`config.mk`:
```
export PLATFORM = sky130hd
export DESIGN_NAME = ebw_top
export DESIGN_NICKNAME = d
export VERILOG_FILES = /design/src/hdl/ebw_pkg.sv /design/src/hdl/ebw_strap.sv /design/src/hdl/ebw_sel.sv /design/src/hdl/ebw_top.sv
export SDC_FILE = /design/constraint.sdc
export NUM_CORES = 1
export LEC_CHECK = 0
export BUFFER_PORTS_ARGS = -buffer_cell sky130_fd_sc_hd__buf_2
export CORE_MARGIN = 4
export CORE_UTILIZATION = 56
export CTS_BUF_LIST = sky130_fd_sc_hd__clkbuf_16
export CTS_CLUSTER_DIAMETER = 40
export DETAILED_ROUTE_END_ITERATION = 8
export GPL_TIMING_DRIVEN = 0
export PLACE_DENSITY_LB_ADDON = 0.12
export SYNTH_ARGS = -nofsm -noshare
export SYNTH_HDL_FRONTEND = slang
export SYNTH_SLANG_ARGS = --single-unit
```
`constraint.sdc`:
```
create_clock -name clk -period 2 [get_ports clk]
set_clock_uncertainty 0.05 [all_clocks]
set_input_delay 0.2 -clock clk [delete_from_list [all_inputs] [get_ports clk]]
set_output_delay 0.2 -clock clk [all_outputs]
set_load 0.01 [all_outputs]
```
`src/hdl/ebw_pkg.sv`:
```
// package for the external bus window configuration block
// assumes a single 250 MHz clock and an apb register port in front of it
package ebw_pkg;

    // ************************************************************
    // register map, word index; byte address is four times index
    // ************************************************************
    localparam logic [15:0] REG_WIN0_IDX = 16'hFF0C; // bus_window0_control
    localparam logic [15:0] REG_WIN1_IDX = 16'hFF14; // bus_window1_control
    localparam logic [15:0] REG_WIN2_IDX = 16'hFF16; // bus_window2_control
    localparam logic [15:0] REG_WIN3_IDX = 16'hFF18; // bus_window3_control
    localparam logic [15:0] REG_WIN4_IDX = 16'hFF1A; // bus_window4_control
    localparam logic [15:0] REG_STAT_IDX = 16'hFF1E; // engine status, read only
    localparam int ADDR_W = 18; // apb address width covering the map

    // ************************************************************
    // field positions and reset values
    // ************************************************************
    localparam int POS_WAIT = 0; // cycle_wait_count, four bits
    localparam int POS_DELAY = 4; // command_delay_bit
    localparam int POS_TRI = 5; // tristate_wait_bit
    localparam int POS_BUS_TYPE_FIELD = 6; // bus_type_field, two bits
    localparam int POS_LEN = 9; // strobe_lengthen_bit
    localparam int POS_ACT = 10; // window_bus_enable
    localparam int POS_HANDSHAKE_INPUT_ENABLE = 12; // handshake_input_enable
    localparam int POS_HANDSHAKE_POLARITY = 13; // handshake_polarity
    localparam int POS_CSR = 14; // select_on_read
    localparam int POS_CSW = 15; // select_on_write
    localparam logic [15:0] WIN_RESET = 16'h0000; // reset value of every window
    localparam logic [15:0] WIN_WMASK = 16'hF6FF; // bits 11 and 8 are reserved

    // ************************************************************
    // timing: one clock_half_period at the core clock
    // ************************************************************
    localparam int CLK_PERIOD_PS = 4000; // 250 MHz
    localparam int HALF_PERIOD_PS = 2000; // clock_half_period
    localparam int HALF_PERIOD_CYC = (HALF_PERIOD_PS + CLK_PERIOD_PS - 1) / CLK_PERIOD_PS;
    localparam logic [3:0] MAX_WAITS = 4'hF; // waits for a zero wait field

    // ************************************************************
    // types
    // ************************************************************
    typedef struct packed {
        logic csw; // select_on_write
        logic csr; // select_on_read
        logic handshake_polarity; // handshake_polarity
        logic handshake_input_enable; // handshake_input_enable
        logic rsv11;
        logic act; // window_bus_enable
        logic len; // strobe_lengthen_bit
        logic rsv8;
        logic [1:0] bus_type_field; // bus_type_field
        logic tri_n; // tristate_wait_bit
        logic dly_n; // command_delay_bit
        logic [3:0] wait_cnt; // cycle_wait_count
    } ebw_cfg_t;

    typedef struct packed {
        logic ale; // address latch strobe, high active
        logic rd_n; // read command
        logic wr_n; // write command
        logic cs_n; // window chip select
    } ebw_pins_t;

    typedef enum logic [2:0] {
        ST_IDLE = 3'h0,
        ST_ALE = 3'h1,
        ST_ALE_LONG = 3'h3,
        ST_DELAY = 3'h2,
        ST_CMD = 3'h6,
        ST_TRI = 3'h7,
        ST_DONE = 3'h5
    } ebw_state_t;

endpackage : ebw_pkg

```
`src/hdl/ebw_strap.sv`:
```
// captures the boot straps once, on the first edge after reset release
// assumes ea and boot port pins are steady around the reset release
`timescale 1ns/1ps
module ebw_strap
    import ebw_pkg::*;
(
    // clock and reset
    input wire logic clk,
    input wire logic nrst,
    // strap pins
    input wire logic external_access_pin,
    input wire logic [1:0] boot_bus_type_field,
    // captured values
    output logic strap_load,
    output logic strap_ea,
    output logic [1:0] strap_bus_type_field
);
    logic done; // straps already taken

    // take the pins at the first edge after release, never under reset
    always_ff @(posedge clk or negedge nrst) begin
        if (!nrst) begin
            done <= 1'b0;
            strap_load <= 1'b0;
            strap_ea <= 1'b0;
            strap_bus_type_field <= 2'h0;
        end else begin
            strap_load <= ~done;
            done <= 1'b1;
            if (!done) begin
                strap_ea <= external_access_pin;
                strap_bus_type_field <= boot_bus_type_field;
            end
        end
    end
endmodule : ebw_strap

```
`src/hdl/ebw_sel.sv`:
```
// picks and holds the configuration of the window that an access hits
// assumes the window index is below the window count
`timescale 1ns/1ps
module ebw_sel
    import ebw_pkg::*;
#(
    parameter int NUM_WIN = 5
)
(
    // clock and reset
    input wire logic clk,
    input wire logic nrst,
    // all window configurations
    input wire ebw_cfg_t cfg_all [NUM_WIN],
    // selection
    input wire logic load,
    input wire logic [2:0] win,
    // held configuration
    output ebw_cfg_t cfg_cur
);
    // held for the whole cycle so a register write cannot disturb it
    always_ff @(posedge clk or negedge nrst) begin
        if (!nrst) begin
            cfg_cur <= ebw_cfg_t'(WIN_RESET);
        end else if (load) begin
            cfg_cur <= cfg_all[win];
        end
    end
endmodule : ebw_sel

```
`src/hdl/ebw_top.sv`:
```
// external bus window configuration: five window control registers on
// apb and the strobe sequencer that runs one external cycle per request
// assumes requests come from a cpu side that already decoded the window
//
// The APB register port was chosen for this implementation.
`timescale 1ns/1ps
module ebw_top
    import ebw_pkg::*;
#(
    parameter int NUM_WIN = 5
)
(
    // clock and reset
    input wire logic clk,
    input wire logic nrst,
    // apb slave
    input wire logic psel,
    input wire logic penable,
    input wire logic pwrite,
    input wire logic [ADDR_W-1:0] paddr,
    input wire logic [31:0] pwdata,
    output logic [31:0] prdata,
    output logic pready,
    output logic pslverr,
    // boot straps
    input wire logic external_access_pin,
    input wire logic [7:0] boot_config_port,
    // cpu side access request
    input wire logic req_valid,
    input wire logic req_write,
    input wire logic [2:0] req_window,
    output logic req_ready,
    output logic req_done,
    output logic req_err,
    // external bus
    input wire logic ready_pin,
    output ebw_pins_t bus_pins,
    output logic bus_16bit,
    output logic bus_mux
);

    // ************************************************************
    // declarations
    // ************************************************************
    ebw_cfg_t win_cfg [NUM_WIN]; // window control registers
    ebw_cfg_t cfg_cur; // configuration of the running cycle
    ebw_state_t state; // sequencer state
    ebw_state_t next_state; // sequencer state to come
    logic [3:0] wait_left; // memory waits still to run
    logic cyc_write; // running cycle is a write
    logic accept; // request taken this edge
    logic strap_load; // one pulse after reset release
    logic strap_ea; // captured external access level
    logic [1:0] strap_bus_type_field; // captured bus type straps
    logic apb_setup; // setup phase of a transfer
    logic apb_wr; // write takes effect
    logic [2:0] apb_win; // decoded window of the address
    logic apb_hit_win; // address names a window register
    logic apb_hit_stat; // address names the status register
    logic rdy_hit; // ready pin shows the ending level
    logic wait_over; // command phase may close
    logic [3:0] win_dec; // window decode of the apb address
    logic boot_done; // straps have been applied to window zero
    ebw_cfg_t cfg_nxt; // configuration that the pins follow next
    logic wr_nxt; // direction that the pins follow next

    // ************************************************************
    // helpers
    // ************************************************************
    // word index to window number, shared by read and write decode
    function automatic logic [3:0] win_of(input logic [ADDR_W-1:0] a);
        logic [15:0] idx;
        idx = 16'(a[ADDR_W-1:2]);
        case (idx)
            REG_WIN0_IDX: win_of = 4'h8;
            REG_WIN1_IDX: win_of = 4'h9;
            REG_WIN2_IDX: win_of = 4'hA;
            REG_WIN3_IDX: win_of = 4'hB;
            REG_WIN4_IDX: win_of = 4'hC;
            default: win_of = 4'h0;
        endcase
    endfunction : win_of

    // ************************************************************
    // submodules
    // ************************************************************
    ebw_strap u_strap (
        .clk(clk),
        .nrst(nrst),
        .external_access_pin(external_access_pin),
        .boot_bus_type_field(boot_config_port[7:6]),
        .strap_load(strap_load),
        .strap_ea(strap_ea),
        .strap_bus_type_field(strap_bus_type_field)
    );

    ebw_sel #(
        .NUM_WIN(NUM_WIN)
    ) u_sel (
        .clk(clk),
        .nrst(nrst),
        .cfg_all(win_cfg),
        .load(accept),
        .win(req_window),
        .cfg_cur(cfg_cur)
    );

    // ************************************************************
    // apb decode
    // ************************************************************
    // bit 3 of the decode says a window register was named
    assign win_dec = win_of(paddr);
    assign apb_hit_win = win_dec[3];
    assign apb_win = win_dec[2:0];
    assign apb_hit_stat = (16'(paddr[ADDR_W-1:2]) == REG_STAT_IDX) && (paddr[1:0] == 2'h0);
    assign apb_setup = psel & ~penable;
    assign apb_wr = psel & penable & pready & pwrite & ~pslverr;

    // answer is prepared in setup, so every transfer has no wait state
    always_ff @(posedge clk or negedge nrst) begin
        if (!nrst) begin
            pready <= 1'b0;
        end else begin
            pready <= apb_setup;
        end
    end

    // unaligned or unmapped addresses, and writes to status, are errors
    always_ff @(posedge clk or negedge nrst) begin
        if (!nrst) begin
            pslverr <= 1'b0;
        end else if (apb_setup) begin
            pslverr <= ~((apb_hit_win && paddr[1:0] == 2'h0) || (apb_hit_stat && !pwrite));
        end else begin
            pslverr <= 1'b0;
        end
    end

    // read data sit in the low half, upper bits read as zero
    always_ff @(posedge clk or negedge nrst) begin
        if (!nrst) begin
            prdata <= 32'h0000_0000;
        end else if (apb_setup && !pwrite) begin
            if (apb_hit_win && paddr[1:0] == 2'h0) begin
                prdata <= {16'h0000, 16'(win_cfg[apb_win])};
            end else if (apb_hit_stat) begin
                // status shows the sequencer and the cycle in flight
                prdata <= {24'h00_0000, cyc_write, wait_left, 3'(state)};
            end else begin
                prdata <= 32'h0000_0000;
            end
        end
    end

    // ************************************************************
    // window control registers
    // ************************************************************
    // window zero is reloaded from the straps once after reset
    always_ff @(posedge clk or negedge nrst) begin
        if (!nrst) begin
            win_cfg[0] <= ebw_cfg_t'(WIN_RESET);
        end else if (strap_load) begin
            if (strap_ea) begin
                win_cfg[0] <= ebw_cfg_t'(WIN_RESET);
            end else begin
                win_cfg[0] <= ebw_cfg_t'(WIN_RESET);
                win_cfg[0].act <= 1'b1;
                win_cfg[0].len <= 1'b1;
                win_cfg[0].bus_type_field <= strap_bus_type_field;
            end
        end else if (apb_wr && apb_win == 3'h0) begin
            win_cfg[0] <= ebw_cfg_t'(pwdata[15:0] & WIN_WMASK);
        end
    end

    // the other windows are plain read/write registers
    generate
        for (genvar w = 1; w < NUM_WIN; w++) begin : g_win
            always_ff @(posedge clk or negedge nrst) begin
                if (!nrst) begin
                    win_cfg[w] <= ebw_cfg_t'(WIN_RESET);
                end else if (apb_wr && apb_win == 3'(w)) begin
                    win_cfg[w] <= ebw_cfg_t'(pwdata[15:0] & WIN_WMASK);
                end
            end
        end
    endgenerate

    // ************************************************************
    // request acceptance
    // ************************************************************
    // the window index is not checked; any valid request is taken while ready
    assign accept = req_valid & req_ready;

    // the taken request's own window drives the pins from the first strobe on,
    // otherwise the edge of the take would still show the previous window
    assign cfg_nxt = accept ? win_cfg[req_window] : cfg_cur;
    assign wr_nxt = accept ? req_write : cyc_write;

    // set once the straps reached window zero; holds requests off until then
    always_ff @(posedge clk or negedge nrst) begin
        if (!nrst) begin
            boot_done <= 1'b0;
        end else if (strap_load) begin
            boot_done <= 1'b1;
        end
    end

    // ready only while idle and after the strap cycle
    always_ff @(posedge clk or negedge nrst) begin
        if (!nrst) begin
            req_ready <= 1'b0;
        end else begin
            req_ready <= (next_state == ST_IDLE) && !accept && !strap_load && boot_done;
        end
    end

    // direction of the running cycle
    always_ff @(posedge clk or negedge nrst) begin
        if (!nrst) begin
            cyc_write <= 1'b0;
        end else if (accept) begin
            cyc_write <= req_write;
        end
    end

    // ************************************************************
    // sequencer
    // ************************************************************
    // the ready pin ends a cycle at the level the polarity bit names
    assign rdy_hit = (ready_pin == cfg_cur.handshake_polarity);
    // either the counted waits or the handshake closes the command
    assign wait_over = cfg_cur.handshake_input_enable ? rdy_hit : (wait_left == 4'h0);

    // next state; window chosen at accept is already held in cfg_cur
    always_comb begin
        next_state = state;
        case (state)
            ST_IDLE: begin
                if (accept) begin
                    next_state = ST_ALE;
                end
            end
            ST_ALE: begin
                if (!cfg_cur.act) begin
                    next_state = ST_DONE;
                end else if (cfg_cur.len) begin
                    next_state = ST_ALE_LONG;
                end else if (!cfg_cur.dly_n) begin
                    next_state = ST_DELAY;
                end else begin
                    next_state = ST_CMD;
                end
            end
            ST_ALE_LONG: begin
                next_state = cfg_cur.dly_n ? ST_CMD : ST_DELAY;
            end
            ST_DELAY: begin
                next_state = ST_CMD;
            end
            ST_CMD: begin
                if (wait_over) begin
                    next_state = cfg_cur.tri_n ? ST_DONE : ST_TRI;
                end
            end
            ST_TRI: begin
                next_state = ST_DONE;
            end
            ST_DONE: begin
                next_state = ST_IDLE;
            end
            default: begin
                next_state = ST_IDLE;
            end
        endcase
    end

    // state register
    always_ff @(posedge clk or negedge nrst) begin
        if (!nrst) begin
            state <= ST_IDLE;
        end else begin
            state <= next_state;
        end
    end

    // wait counter loads on entry to the command phase
    always_ff @(posedge clk or negedge nrst) begin
        if (!nrst) begin
            wait_left <= 4'h0;
        end else if (next_state == ST_CMD && state != ST_CMD) begin
            wait_left <= MAX_WAITS - cfg_cur.wait_cnt;
        end else if (state == ST_CMD && wait_left != 4'h0) begin
            wait_left <= wait_left - 4'h1;
        end
    end

    // ************************************************************
    // pins
    // ************************************************************
    // strobes follow next_state so they change with the state register
    always_ff @(posedge clk or negedge nrst) begin
        if (!nrst) begin
            bus_pins <= '{ale: 1'b0, rd_n: 1'b1, wr_n: 1'b1, cs_n: 1'b1};
        end else begin
            bus_pins.ale <= ((next_state == ST_ALE) || (next_state == ST_ALE_LONG))
                && cfg_nxt.act;
            bus_pins.rd_n <= !((next_state == ST_CMD) && !cyc_write);
            bus_pins.wr_n <= !((next_state == ST_CMD) && cyc_write);
            if (next_state == ST_CMD) begin
                bus_pins.cs_n <= 1'b0;
            end else if (next_state == ST_IDLE || next_state == ST_DONE
                || next_state == ST_TRI || !cfg_nxt.act) begin
                // select ends with the command and stays off through the tristate time
                bus_pins.cs_n <= 1'b1;
            end else if (wr_nxt) begin
                bus_pins.cs_n <= cfg_nxt.csw;
            end else begin
                bus_pins.cs_n <= cfg_nxt.csr;
            end
        end
    end

    // width and multiplexing of the current cycle
    always_ff @(posedge clk or negedge nrst) begin
        if (!nrst) begin
            bus_16bit <= 1'b0;
            bus_mux <= 1'b0;
        end else begin
            bus_16bit <= cfg_nxt.bus_type_field[1];
            bus_mux <= cfg_nxt.bus_type_field[0];
        end
    end

    // ************************************************************
    // completion
    // ************************************************************
    // a disabled window finishes at once and flags the refusal
    always_ff @(posedge clk or negedge nrst) begin
        if (!nrst) begin
            req_done <= 1'b0;
            req_err <= 1'b0;
        end else begin
            req_done <= (next_state == ST_DONE);
            req_err <= (next_state == ST_DONE) && !cfg_cur.act;
        end
    end

endmodule : ebw_top

```
==> qor.txt <==
core area -> 11000 sq um
CTS tree -> built
die area -> 13100 sq um
H-tree Lvls -> 4
FP Rows -> 38
worst path cell trace -> buf_6 -> or4b_4 -> buf_12 -> or3_4 -> nor4_4 -> buf_4 -> buf_8 -> mux2_4
CP Capture Type -> flip-flop
Synth async-reset ratio -> 100%
most common cell in the synthesized netlist -> dfrtp_1
first-pass GRT wire length -> 27700 um
pwr dens -> 886 nW/um^2
Synth Cell Area -> 6360 sq um
clk buf depth -> 2
total of warnings raised by yosys -> 0
crit path buf inv count -> 4
CP Launch Type -> primary input
Internal -> 4840 uW
maximum vdd drop -> 0.000970 V
clock slew at reported path FFs -> 50 ps
Top delay family on crit path -> simple AND/OR/NAND/NOR gates
vias in the first global route -> 5208
ANT cells -> 0
Synth Flop Type -> dfrtp_1
largest net degree at the start of global routing -> 97
worst skew pair latency -> 420 ps
sequential area share after synthesis -> 47.7%
vias per std cell -> 6.33
Crit path largest cell delay -> 540 ps
Routed WL -> 17800 um
Cells after DPL -> 776
clock sink total -> 121
clock power share -> 36.1%
Sw Ratio -> 30.0%
Final Hold Vio Count -> 0
Tightest Pin Transition -> 1050 ps
layout overhead on the synthesized area -> 22.8%
CTS Buf Count -> 17
Yosys top cell area share -> 46.4%
WHS -> 10.5 ps
wire length per cell -> 21.7 um
syn avg cell area -> 11.5 sq um
outcome -> complete, but fails checks
Final nets -> 741
switching pwr -> 2080 uW
# IOs -> 113
Util after Layout -> 71.1%
Tmin final -> 2010 ps
Final ANT Viol Nets -> 0
top cells by count, synth -> dfrtp_1, nor2_1, mux2_2, a21oi_1, mux2_4
RSZ-0062 raised after global routing -> yes
Power Total -> 6920 uW
Final Worst Setup Slack -> -7.13 ps
HPWL after detailed placement -> 12100 um
synthesized netlist cell count -> 551
Final setup viols -> 1
starting density of the core -> 57.9%
Final Max Slew Viols -> 0
Critical Path Slowest Stage Cell -> or4b_4
number of synthesized flops with an enable pin -> 0
Total Routing Usage GR -> 28.2%
MaxCap Viol Count -> 0
critical path peak fanout -> 9
Peak Freq -> 498 MHz
initial drt markers -> 444
share of cells above drive strength 1 -> 35.6%
RePlAce Congestion -> 0.909
worst min-delay path category -> in -> reg
Overflow after GRT -> 0
failing checks -> negative setup slack
FF+latch count, synth -> 121
post-synth cell types -> 64
vias -> 5183
top cells by area, synth -> dfrtp_1, mux2_2, mux2_4, mux4_2, nor2_1
number of remaining DRC errors -> 0
WP data required -> 2250 ps
worst slew margin relative to its limit -> 29.6%
Final period util -> 100%
root buffer cell -> clkbuf_16
sequential power share -> 44.1%
post-synth top area cell -> dfrtp_1
Comb pwr share -> 19.9%
TritonRoute pass-1 iters -> 5
Port Buffers -> 67
critical path type -> in -> reg
Die X-Extent -> 115 um
initial antenna violation count -> 0
Worst Path Arrival -> 2250 ps
Leak -> 0.00376 uW
fin cells -> 819
Die H -> 115 um
-- layer usage --
layer / global-route usage, % / up-vias / share of wire (%)
li1: - / 2256 / -
met5: 0 / - / 0
met1: 36.2 / 2579 / 39
met3: 8.03 / 57 / 9.3
met2: 45.2 / 291 / 48
met4: 11.0 / 0 / 3.3
-- cells in the final DEF, fill, tap and decap left out, types with 6 or more instances in the layout --
cell type and instances:
mux2_2 23, a221oi_1 12, conb_1 19, buf_4 30, a31oi_1 6, inv_1 23, mux2_4 43, o22ai_1 12
nor2_1 54, buf_2 67, nand2_1 17, dfrtp_1 118, nor2b_1 8, clkbuf_1 10, a21oi_1 23, a22o_1 19
clkbuf_2 6, mux4_2 12, o31ai_1 14, and2_1 9, o21ai_0 10, a2bb2oi_1 7, clkbuf_16 17, nand2b_1 7
-- area by class of cell --
cell class,instances,area [sq um]
Clock inverter,11,47.5
Buffer,42,298
Clock buffer,17,425
Fill cell,782,3180
Tap cell,140,175
Timing Repair Buffer,86,553
Inverter,19,71.3
Multi-Input combinational cell,383,3200
Sequential cell,121,3030
-- path summary, 6_finish.rpt --
path                       cells after the start       from                to  slack, ps
max reg2reg                                    6  req_ready      wait_left[2]         70
min in group asynchronous                      2       nrst  u_sel.cfg_cur[1]        170
max in group asynchronous                      3       nrst       win_cfg[45]        980
min reg2reg                                    1  cyc_write       bus_pins[1]        410
min                                            2  req_write         cyc_write         10
max                                            8   paddr[7]       win_cfg[44]         -7
-- logic make-up (layout without fill, tap and decap cells) --
group | count (synthesis) | count (layout) | share of synthesized area (%)
compound gates | 130 | 130 | 14.5
xor+xnor | 6 | 6 | 0.827
fa+ha+maj | 1 | 1 | 0.197
buf+inv | 64 | 175 | 5.67
flops | 121 | 121 | 47.7
mux | 83 | 83 | 17.9
other cells | 2 | 19 | 0.118
simple gates | 144 | 144 | 13.0
-- timing repair --
action                                  4_1_cts  5_1_grt
gates resized for setup                       6       23
endpoints found under the hold margin        34        0
setup buffers                                 3       10
endpoints found under the setup margin       57       84
pin swaps                                     4        6
cloned                                        0        1
hold buffers                                  4        0
-- registers in the layout (all words and copies together) (netlist names), 2 cells and up --
register,flops
win_cfg,70
prdata,14
u_sel.cfg_cur,13
bus_pins,4
wait_left,4
state,3
u_strap.strap_bus_type_field,2
-- power groups by stage --
stage	Clock [uW]	Sequential, uW	Combinational (uW)
2_1_floorplan	0	3010	879
3_3_place_gp	0	3050	1250
3_5_place_dp	0	3060	1320
4_1_cts	2530	3030	1340
5_1_grt	2640	3080	1520
6_report	2490	3050	1370
-- stage by stage --
stage                     TNS [ps]  area, sq um  setup WS (ps)
after detailed placement    -38930         7080           -559
after floorplan              -6640         6530           -187
final                        -7.13         7800          -7.13
after global routing          -310         7800          -22.1
after global placement     -124240         7040           -753
after CTS                        0         7630           1.91
(Power assumes the default switching activity.)
